## config.mk

```make
export PLATFORM = sky130hd
export DESIGN_NAME = port_overcurrent_fault_timers
export DESIGN_NICKNAME = d
export VERILOG_FILES = /design/src/verilog/port_ocp_pkg.sv /design/src/verilog/port_overcurrent_fault_timers.sv
export VERILOG_INCLUDE_DIRS = /design/src /design/src/verilog
export SDC_FILE = /design/constraint.sdc
export NUM_CORES = 1
export LEC_CHECK = 0
export BUFFER_PORTS_ARGS = -buffer_cell sky130_fd_sc_hd__buf_2
export CORE_UTILIZATION = 55
export CTS_BUF_LIST = sky130_fd_sc_hd__clkbuf_4 sky130_fd_sc_hd__clkbuf_8
export DETAILED_ROUTE_END_ITERATION = 6
export PLACE_DENSITY = 0.81
export SLEW_MARGIN = 20
export SYNTH_ARGS = -nofsm -noshare
export SYNTH_HDL_FRONTEND = slang
export SYNTH_SLANG_ARGS = --single-unit
```

## constraint.sdc

```tcl
create_clock -name clk_sys -period 5.75 [get_ports clk_sys]
set_input_delay 1.725 -clock clk_sys [delete_from_list [all_inputs] [get_ports clk_sys]]
set_output_delay 1.725 -clock clk_sys [all_outputs]
set_load 0.005 [all_outputs]
```

## src/verilog/port_ocp_defines.svh

```systemverilog
// offsets, field positions, reset values and timing counts for the port fault timers
// assumes a 25 MHz system clock and a same-clock register port
`ifndef PORT_OCP_DEFINES_SVH
`define PORT_OCP_DEFINES_SVH
`define FAULT_FLAGS_ADDR   8'h06
`define FAULT_CLEAR_ADDR   8'h07
`define TIMER_CFG_ADDR     8'h16
`define TIMER_CFG_RESET    8'h00
`define CFG_DIS_LSB        0
`define CFG_OVL_LSB        2
`define CFG_START_LSB      4
`define FLAGS_OVL_LSB      0
`define FLAGS_START_LSB    4
`define CLK_MHZ            25
`define TICK_US            1000
`define TICK_CYCLES        (`TICK_US * `CLK_MHZ)
`define DOWN_DIVIDE        16
`define SHORT_HOLD_US      100
`define SHORT_HOLD_CYCLES  (`SHORT_HOLD_US * `CLK_MHZ)
`define OVL_MS_0           60
`define OVL_MS_1           30
`define OVL_MS_2           120
`define OVL_MS_3           240
`define START_MS_0         60
`define START_MS_1         30
`define START_MS_2         120
`define START_MS_3         240
`define DIS_MS_0           300
`define DIS_MS_1           75
`define DIS_MS_2           150
`define DIS_MS_3           600
`define FOLD_FULL_TENTH_MV 2125
`define FOLD_MIN_TENTH_MV  300
`define FOLD_KNEE_DECIVOLT 180
`endif

```

## src/verilog/port_ocp_pkg.sv

```systemverilog
// types shared by the port fault timer block
// assumes nothing outside itself
package port_ocp_pkg;
  typedef enum logic [1:0] {
    PS_OFF   = 2'b00,
    PS_START = 2'b01,
    PS_ON    = 2'b11
  } port_state_t;
  typedef logic [9:0] tick_count_t;
endpackage

```

## src/verilog/port_overcurrent_fault_timers.sv

```systemverilog
// four-port overload, start-up, disconnect and short-circuit timers with fault register
// assumes comparator levels from pins, host commands and register port on clk_sys
`include "port_ocp_defines.svh"
`timescale 1ns/1ps
`default_nettype none
module port_overcurrent_fault_timers
  import port_ocp_pkg::*;
#(
  parameter int NUM_PORTS   = 4,
  parameter int TICK_CYCLES = `TICK_CYCLES
) (
  input  wire logic                       clk_sys,
  input  wire logic                       reset_n,
  input  wire logic [NUM_PORTS-1:0]       overload_sense_above,
  input  wire logic [NUM_PORTS-1:0]       short_sense_above,
  input  wire logic [NUM_PORTS-1:0]       load_current_low,
  input  wire logic [NUM_PORTS-1:0][7:0]  port_voltage,
  input  wire logic [NUM_PORTS-1:0]       auto_mode,
  input  wire logic [NUM_PORTS-1:0]       disconnect_enable,
  input  wire logic [NUM_PORTS-1:0]       power_on_cmd,
  input  wire logic [NUM_PORTS-1:0]       power_off_cmd,
  input  wire logic [NUM_PORTS-1:0]       detect_begin,
  input  wire logic [NUM_PORTS-1:0]       detect_good,
  input  wire logic [7:0]                 reg_addr,
  input  wire logic                       reg_wr,
  input  wire logic                       reg_rd,
  input  wire logic [7:0]                 reg_wdata,
  output logic      [7:0]                 reg_rdata,
  output logic      [NUM_PORTS-1:0]       port_powered,
  output logic      [NUM_PORTS-1:0]       gate_drive_on,
  output logic      [NUM_PORTS-1:0]       gate_pulldown,
  output logic      [NUM_PORTS-1:0]       disconnect_active,
  output logic      [NUM_PORTS-1:0]       overload_timer_zero,
  output logic      [NUM_PORTS-1:0][11:0] current_limit_sense_level
);

  localparam int          TICK_W     = $clog2(TICK_CYCLES);
  localparam logic [11:0] SHORT_HOLD = 12'(`SHORT_HOLD_CYCLES);

  function automatic tick_count_t dur_ms(input logic [1:0] sel, input int m0, input int m1,
                                         input int m2, input int m3);
    unique case (sel)
      2'b00: dur_ms = tick_count_t'(m0);
      2'b01: dur_ms = tick_count_t'(m1);
      2'b10: dur_ms = tick_count_t'(m2);
      2'b11: dur_ms = tick_count_t'(m3);
    endcase
  endfunction

  logic [7:0]        cfg_reg;
  logic [7:0]        flags_reg;
  logic [TICK_W-1:0] presc_reg;
  logic [3:0]        slow_reg;
  logic [NUM_PORTS-1:0] ovl_set;
  logic [NUM_PORTS-1:0] start_set;

  // shared time base: one tick per millisecond, slow tick every sixteenth
  wire tick      = (presc_reg == TICK_W'(TICK_CYCLES - 1));
  wire slow_tick = tick && (slow_reg == 4'(`DOWN_DIVIDE - 1));

  wire tick_count_t ovl_lim   = dur_ms(cfg_reg[`CFG_OVL_LSB +: 2], `OVL_MS_0, `OVL_MS_1,
                                       `OVL_MS_2, `OVL_MS_3);
  wire tick_count_t start_lim = dur_ms(cfg_reg[`CFG_START_LSB +: 2], `START_MS_0, `START_MS_1,
                                       `START_MS_2, `START_MS_3);
  wire tick_count_t dis_lim   = dur_ms(cfg_reg[`CFG_DIS_LSB +: 2], `DIS_MS_0, `DIS_MS_1,
                                       `DIS_MS_2, `DIS_MS_3);

  wire       wr_cfg    = reg_wr && (reg_addr == `TIMER_CFG_ADDR);
  wire       rd_clear  = reg_rd && (reg_addr == `FAULT_CLEAR_ADDR);
  wire [7:0] fault_set = {start_set, ovl_set};
  // set wins over the clear-on-read
  wire [7:0] flags_next = (rd_clear ? 8'h00 : flags_reg) | fault_set;
  wire [7:0] rdata_next = (reg_addr == `FAULT_FLAGS_ADDR || reg_addr == `FAULT_CLEAR_ADDR) ?
                          flags_reg : (reg_addr == `TIMER_CFG_ADDR) ? cfg_reg : 8'h00;

  always_ff @(posedge clk_sys or negedge reset_n) begin
    if (!reset_n) begin
      presc_reg <= '0;
      slow_reg  <= 4'h0;
      cfg_reg   <= `TIMER_CFG_RESET;
      flags_reg <= 8'h00;
      reg_rdata <= 8'h00;
    end else begin
      presc_reg <= tick ? '0 : presc_reg + TICK_W'(1);
      slow_reg  <= tick ? slow_reg + 4'h1 : slow_reg;
      cfg_reg   <= wr_cfg ? reg_wdata : cfg_reg;
      flags_reg <= flags_next;
      reg_rdata <= reg_rd ? rdata_next : reg_rdata;
    end
  end

  genvar p;
  generate
    for (p = 0; p < NUM_PORTS; p++) begin : g_port
      logic [2:0]  ovl_sync_reg;
      logic [2:0]  short_sync_reg;
      logic [2:0]  low_sync_reg;
      logic        ovl_reg;
      logic        short_reg;
      logic        low_reg;
      port_state_t state_reg;
      port_state_t state_next;
      tick_count_t fault_cnt_reg;
      tick_count_t fault_cnt_next;
      tick_count_t start_cnt_reg;
      tick_count_t dis_cnt_reg;
      logic        all_limited_reg;
      logic        armed_reg;
      logic        pulldown_reg;
      logic [11:0] hold_cnt_reg;
      logic [11:0] level_reg;
      logic        powered_reg;
      logic        gate_reg;
      logic        disc_act_reg;
      logic        zero_reg;

      wire          powered   = (state_reg != PS_OFF);
      wire          cnt_zero  = (fault_cnt_reg == '0);
      wire tick_count_t lim   = (state_reg == PS_START) ? start_lim : ovl_lim;
      // counting runs on the sense comparator alone, so foldback limiting still counts
      wire          expire    = powered && ovl_reg && (fault_cnt_reg >= lim);
      wire          start_end = (state_reg == PS_START) && tick &&
                                (start_cnt_reg == lim - tick_count_t'(1));
      // count reaching full on the last start-up tick still means limited throughout
      wire          start_flt = (state_reg == PS_START) &&
                                (expire || (start_end && ovl_reg &&
                                 (all_limited_reg || (fault_cnt_next >= lim))));
      wire          ovl_flt   = (state_reg == PS_ON) && expire;
      wire          dis_run   = (state_reg == PS_ON) && disconnect_enable[p] && low_reg;
      wire          dis_flt   = dis_run && tick && (dis_cnt_reg == dis_lim - tick_count_t'(1));
      // power-on requests are ignored until the count is back at zero
      wire          turn_on   = !powered && cnt_zero &&
                                (auto_mode[p] ? (detect_good[p] && armed_reg)
                                              : power_on_cmd[p]);
      wire          short_hit = short_reg && !pulldown_reg && powered;
      wire          release_g = pulldown_reg && (hold_cnt_reg == SHORT_HOLD - 12'h001);
      wire          pd_next   = short_hit || (pulldown_reg && !release_g);
      wire [19:0]   fold_prod = 20'(`FOLD_FULL_TENTH_MV - `FOLD_MIN_TENTH_MV) *
                                20'(port_voltage[p]);
      wire [11:0]   fold_lvl  = (port_voltage[p] >= 8'(`FOLD_KNEE_DECIVOLT)) ?
                                12'(`FOLD_FULL_TENTH_MV) :
                                12'(`FOLD_MIN_TENTH_MV) +
                                12'(fold_prod / 20'(`FOLD_KNEE_DECIVOLT));

      always_comb begin
        fault_cnt_next = fault_cnt_reg;
        if (powered && ovl_reg && tick && (fault_cnt_reg < lim)) begin
          fault_cnt_next = fault_cnt_reg + tick_count_t'(1);
        end else if (!ovl_reg && slow_tick && !cnt_zero) begin
          fault_cnt_next = fault_cnt_reg - tick_count_t'(1);
        end
      end

      always_comb begin
        state_next = state_reg;
        unique case (state_reg)
          PS_OFF: begin
            if (turn_on) state_next = PS_START;
          end
          PS_START: begin
            if (start_flt || power_off_cmd[p]) state_next = PS_OFF;
            else if (start_end) state_next = PS_ON;
          end
          PS_ON: begin
            if (ovl_flt || dis_flt || power_off_cmd[p]) state_next = PS_OFF;
          end
          default: state_next = PS_OFF;
        endcase
      end

      assign ovl_set[p]   = ovl_flt;
      assign start_set[p] = start_flt;
      assign port_powered[p]              = powered_reg;
      assign gate_drive_on[p]             = gate_reg;
      assign gate_pulldown[p]             = pulldown_reg;
      assign disconnect_active[p]         = disc_act_reg;
      assign overload_timer_zero[p]       = zero_reg;
      assign current_limit_sense_level[p] = level_reg;

      // pin levels: change taken once second and third stages agree
      always_ff @(posedge clk_sys or negedge reset_n) begin
        if (!reset_n) begin
          ovl_sync_reg   <= 3'h0;
          short_sync_reg <= 3'h0;
          low_sync_reg   <= 3'h0;
          ovl_reg        <= 1'b0;
          short_reg      <= 1'b0;
          low_reg        <= 1'b0;
        end else begin
          ovl_sync_reg   <= {ovl_sync_reg[1:0], overload_sense_above[p]};
          short_sync_reg <= {short_sync_reg[1:0], short_sense_above[p]};
          low_sync_reg   <= {low_sync_reg[1:0], load_current_low[p]};
          ovl_reg        <= (ovl_sync_reg[2] == ovl_sync_reg[1]) ? ovl_sync_reg[2] : ovl_reg;
          short_reg      <= (short_sync_reg[2] == short_sync_reg[1]) ? short_sync_reg[2] : short_reg;
          low_reg        <= (low_sync_reg[2] == low_sync_reg[1]) ? low_sync_reg[2] : low_reg;
        end
      end

      always_ff @(posedge clk_sys or negedge reset_n) begin
        if (!reset_n) begin
          state_reg       <= PS_OFF;
          fault_cnt_reg   <= '0;
          start_cnt_reg   <= '0;
          dis_cnt_reg     <= '0;
          all_limited_reg <= 1'b0;
          armed_reg       <= 1'b0;
        end else begin
          state_reg       <= state_next;
          fault_cnt_reg   <= fault_cnt_next;
          start_cnt_reg   <= turn_on ? '0 :
                             ((state_reg == PS_START) && tick) ? start_cnt_reg + tick_count_t'(1) :
                             start_cnt_reg;
          dis_cnt_reg     <= !dis_run ? '0 : tick ? dis_cnt_reg + tick_count_t'(1) : dis_cnt_reg;
          all_limited_reg <= turn_on ? 1'b1 : all_limited_reg && ovl_reg;
          // detection must begin with the count already at zero
          armed_reg       <= (powered || !cnt_zero) ? 1'b0 :
                             detect_begin[p] ? 1'b1 : armed_reg;
        end
      end

      always_ff @(posedge clk_sys or negedge reset_n) begin
        if (!reset_n) begin
          pulldown_reg <= 1'b0;
          hold_cnt_reg <= 12'h000;
          level_reg    <= 12'h000;
          powered_reg  <= 1'b0;
          gate_reg     <= 1'b0;
          disc_act_reg <= 1'b0;
          zero_reg     <= 1'b1;
        end else begin
          pulldown_reg <= pd_next;
          hold_cnt_reg <= pulldown_reg ? hold_cnt_reg + 12'h001 : 12'h000;
          level_reg    <= fold_lvl;
          powered_reg  <= (state_next != PS_OFF);
          gate_reg     <= (state_next != PS_OFF) && !pd_next;
          disc_act_reg <= (state_next == PS_ON) && disconnect_enable[p];
          zero_reg     <= (fault_cnt_next == '0);
        end
      end
    end
  endgenerate

endmodule // port_overcurrent_fault_timers
`default_nettype wire

```

==> results of run 1 <==
## cell families after synthesis
logic type / after synthesis / synth area share, %
adder cells (fa/ha/maj): 330 / 12.6
multiplexers: 104 / 3.23
flip-flops: 343 / 24.4
buffers and inverters: 351 / 4.18
XOR/XNOR: 385 / 9.94
AO/OA/AOI/OAI: 1148 / 23.6
AND/OR/NAND/NOR: 1545 / 22.1
## timing repair
| item | in CTS |
|---|---|
| gates resized for setup | 389 |
| setup endpoints to repair | 48 |
| pin swaps | 284 |
| buffers inserted | 127 |
| hold buffers | 0 |
| cloned | 3 |
## metal layers
layer  GRT overflow  track usage [%]
met1             25             73.5
met5              3             49.8
met3             29             60.8
met2            124             85.5
met4             79             63.1
## per-stage QoR
step	setup slack, ns	hold slack [ns]
after floorplan	-6.68	0.331
after global placement	-6.88	0.331
after detailed placement	-7.22	0.336
after CTS	-6.04	0.347
==> results by group, run 1 <==
Yosys
  • Yosys cell types: 142
  • Synthesized area: 35,200 sq um
  • Post-Syn Instances: about 4,200
  • Register area share after synthesis: roughly a quarter
  • FFs w/ async S/R, synth: 100%
  • Cell taking the most area after synthesis: dfrtp_1
  • Post-synthesis register bit count: roughly 340
  • Share of the synthesized area in the top cell type: between 20 and 25%
  • Top FF cell, synth: dfrtp_1
  • Top post-synthesis cells by area: dfrtp_1 24%, ha_1 9.6%, xnor2_1 5.7%
  • Post-Syn Nets: 4,608
  • Syn Area/Cell: 8.37 sq um
  • Yosys warns: 0
  • Post-synth top cells: 411 x nor2_1, 339 x dfrtp_1, 315 x nand2_1, 270 x ha_1, 229 x xnor2_1
  • Number of synthesized flops with an enable pin: 0
  • Most common cell in the netlist: nor2_1

Timing
  • GR repair worst EP: g_port[3].level_reg[0]$_DFF_PN0_/D
  • Worst endpoint type: register data pin

Die
  • Die Y: 255 microns
  • Row cnt: 92
  • Die width: 255 microns
  • Initial Utilization: 55.7%
  • Num ports: between 150 and 200

GRT
  • Total GRT Usage: approximately 72%
  • Number of antenna violations at the first check in global routing: 21
  • Largest net degree at the start of global routing: approximately 110
  • Gr ovfl total: 260

Status
  • Status: aborted with a tool error
  • Err: [ERROR GRT-0232] Routing congestion too high. Check the congestion heatmap in the GUI.
  • Stopped at: 5_1_grt

Placed design
  • Cells after DPL: slightly above 6,000
  • Placed cell area: roughly 46,000 sq um
  • Final Wtd Congestion: 0.950
  • HPWL after detailed placement: between 80,000 and 90,000 microns
  • I/O Buffers: roughly 160

Clock tree
  • Root Buffer: clkbuf_8
  • CTS sink count: around 340
  • Clk buf depth: 3
  • H-tree levels: 2
  • TritonCTS Buffers: between 60 and 70
==> inputs of run 2 (changes only) <==
--- a/config.mk
+++ b/config.mk
@@ -7,10 +7,9 @@
 export NUM_CORES = 1
 export LEC_CHECK = 0
 export BUFFER_PORTS_ARGS = -buffer_cell sky130_fd_sc_hd__buf_2
-export CORE_UTILIZATION = 55
-export CTS_BUF_LIST = sky130_fd_sc_hd__clkbuf_4 sky130_fd_sc_hd__clkbuf_8
+export CORE_UTILIZATION = 40
 export DETAILED_ROUTE_END_ITERATION = 6
-export PLACE_DENSITY = 0.81
+export PLACE_DENSITY_LB_ADDON = 0.15
 export SLEW_MARGIN = 20
 export SYNTH_ARGS = -nofsm -noshare
 export SYNTH_HDL_FRONTEND = slang
==> run 2 against run 1 <==
Synthesized cell count stayed put; synthesized area stayed put; the flow now finishes, with violations (negative setup slack).
==> results by group, run 2 <==
Clock tree
  • Clock Latency Late Sink: around 0.6 ns
  • TritonCTS Buffers: 41
  • CTS sink count: around 340
  • CTS tree: yes
  • Root Buffer: clkbuf_16
  • Clk buf depth: 3
  • Clk slew on worst S/H paths: 0.06 ns
  • H-tree levels: 2
  • Hold buffer count at cts: 0

Yosys
  • Syn Area/Cell: approximately 8.4 sq um
  • Post-Syn Instances: ~4,200
  • Register area share after synthesis: around a quarter
  • Post-Syn Nets: ~4,600
  • Share of the synthesized area in the top cell type: 24.1%
  • FFs w/ async S/R, synth: 100%
  • Top FF cell, synth: dfrtp_1
  • Top post-synthesis cells by area: dfrtp_1 24%, ha_1 9.6%, xnor2_1 5.7%
  • Yosys warns: 0
  • Yosys cell types: between 100 and 150
  • Post-synthesis register bit count: ~340
  • Cell taking the most area after synthesis: dfrtp_1
  • Post-synth top cells: 411 x nor2_1, 339 x dfrtp_1, 315 x nand2_1, 270 x ha_1, 229 x xnor2_1
  • Most common cell in the netlist: nor2_1
  • Number of synthesized flops with an enable pin: 0
  • Synthesized area: 35,200 sq um

Die
  • Area of the die: 89,200 sq um
  • Die width: between 200 and 300 microns
  • Die Y: approximately 300 microns
  • Core Area: ~87,000 sq um
  • Initial Utilization: between 40% and 50%
  • Num ports: about 160
  • Row cnt: approximately 110

Timing
  • Final Skew: 0.0359 ns
  • TNS Setup: -278.00 ns
  • Worst Hold Margin: around 0.35 ns
  • Fin worst setup slack: -6.23 ns
  • Max-slew headroom: 49.8%
  • Max Clock Freq: between 0.08 and 0.09 GHz
  • Fin crit share: 208%
  • Slew @ Worst Pin: between 0.7 and 0.8 ns
  • RSZ-0062 raised after global routing: yes
  • Setup violations, final: between 40 and 50
  • Hold Fails Final Rpt: 0
  • Count of final max-slew check failures: 0
  • Minimum clock period: around 12 ns

GRT
  • First-pass GRT wire length: roughly 180,000 microns
  • Met3 Track Usage GR: 2.10%
  • Met1 usage: 32.1%
  • Largest net degree at the start of global routing: 103
  • Total GRT Usage: 23.0%
  • Number of antenna violations at the first check in global routing: 0
  • Gr ovfl total: 0
  • Grt peak-use layer: met2
  • Vias in the first global route: around 36,000
  • Met2 Usage GRT: 38.2%

Layout
  • Commonest non-fill, non-tap cells in the layout: 1,137 x buf_4, 383 x nor2_1, 338 x dfrtp_1, 296 x nand2_1, 239 x ha_1
  • Final core utilization: between 50% and 60%
  • Final net count: between 5,000 and 6,000
  • Antenna fix cells: 0
  • Layout cell share with drive strength beyond 1: 38.0%
  • Layout area overhead: 46.5%
  • Commonest non-fill, non-tap cell in the layout: buf_4

Setup path
  • FF-to-FF Start: cfg_reg[5]
  • CP Buf/Inv Count: 10
  • Setup crit start: port_voltage[3]
  • CP max stage delay: 0.55 ns
  • Most used cell, CP: buf_4
  • Crit-path slowest cell: fa_1
  • Critical Path AT: around 12 ns
  • Delay-heaviest family, CP: compound AO/OA/AOI/OAI gates
  • Crit start category: input pin
  • Crit path kind: input pin to flip-flop
  • CP Capture Type: flip-flop
  • Critical path peak fanout: 8
  • Req. time, crit path: between 6 and 7 ns

Min path
  • Hold Path Origin: g_port[1].low_sync_reg[0]
  • Hold crit path type: flip-flop to flip-flop

Drt
  • First-pass DRT Iterations: 7
  • DRC viols: 0
  • WL final: approximately 110,000 microns
  • Final ANT Viol Nets: 0
  • DR WL/cell: 15.8 microns
  • DR vias/cell: roughly 5.4
  • Vias: approximately 36,000
  • Initial DRC Count: 1,930

Status
  • Status: finished with violations
  • Failing checks: negative setup slack

Placed design
  • Final Wtd Congestion: around 0.88
  • HPWL after detailed placement: approximately 80,000 microns
  • Dpl ws: -7.19 ns
  • I/O Buffers: between 150 and 200

Run
  • Maxcap violations: 0
==> run 2: cell counts after synthesis <==
Identical to the previous run, type by type.
==> run 2: final cells by class <==
cell class                 count  area, sq um
multi-input combinational   3513        29100
timing repair buffer        1365        10200
clock inverter                29          267
inverter                     206          812
clock buffer                  46         1070
fill                        7732        35400
tap                         1155         1450
sequential                   343         8590
==> run 2: kinds of logic (layout without fill, tap and decap cells) <==
family / Yosys count / count (layout) / share of synthesized area (%)
AOI/OAI and AO/OA: 1148 / 1148 / 23.6
xor gates and xnor gates: 385 / 385 / 9.94
adders and majority gates: 330 / 330 / 12.6
buffers and inverters: 351 / 1646 / 4.18
DFF: 343 / 343 / 24.4
muxes: 104 / 105 / 3.23
and+or+nand+nor: 1545 / 1545 / 22.1
==> run 2: worst paths after layout <==
| check | endpoint | slack [ns] | depth (start not counted) |
|---|---|---|---|
| max in group asynchronous | presc_reg[7] | 3.62 | 2 |
| worst max-delay path | g_port[0].level_reg[0] | -6.23 | 51 |
| min in group asynchronous | g_port[3].hold_cnt_reg[5] | 1.09 | 1 |
| worst min-delay path | g_port[1].low_sync_reg[1] | 0.35 | 0 |
| worst min register to register | g_port[1].low_sync_reg[1] | 0.35 | 0 |
| worst max register to register | g_port[2].disc_act_reg | 0.30 | 29 |
==> run 2: through the flow <==
step,area [sq um],instances
floorplan,37100,4206
CTS,50400,6606
detailed placement,46700,6446
global placement,46700,6446
finish,51600,6657
global route,51600,6657
==> run 2: layer usage <==
| layer | vias to the layer above | part of all wire, % | wire length (microns) |
|---|---|---|---|
| li1 | 18100 | - | - |
| met3 | 121 | 3.1 | 3300 |
| met5 | - | 0 | 0 |
| met4 | 0 | 2.2 | 2300 |
| met2 | 571 | 47 | 49700 |
| met1 | 17300 | 47 | 50000 |
==> run 2: repair_timing <==
action	in CTS	in global routing
pin swaps	150	162
buffers inserted	91	55
resized for setup	325	163
gates cloned	2	0
endpoints found under the setup margin	48	55
Power of run 2 is not shown: default switching activity piles up to over one toggle a cycle in this logic, so the estimate is an artifact.
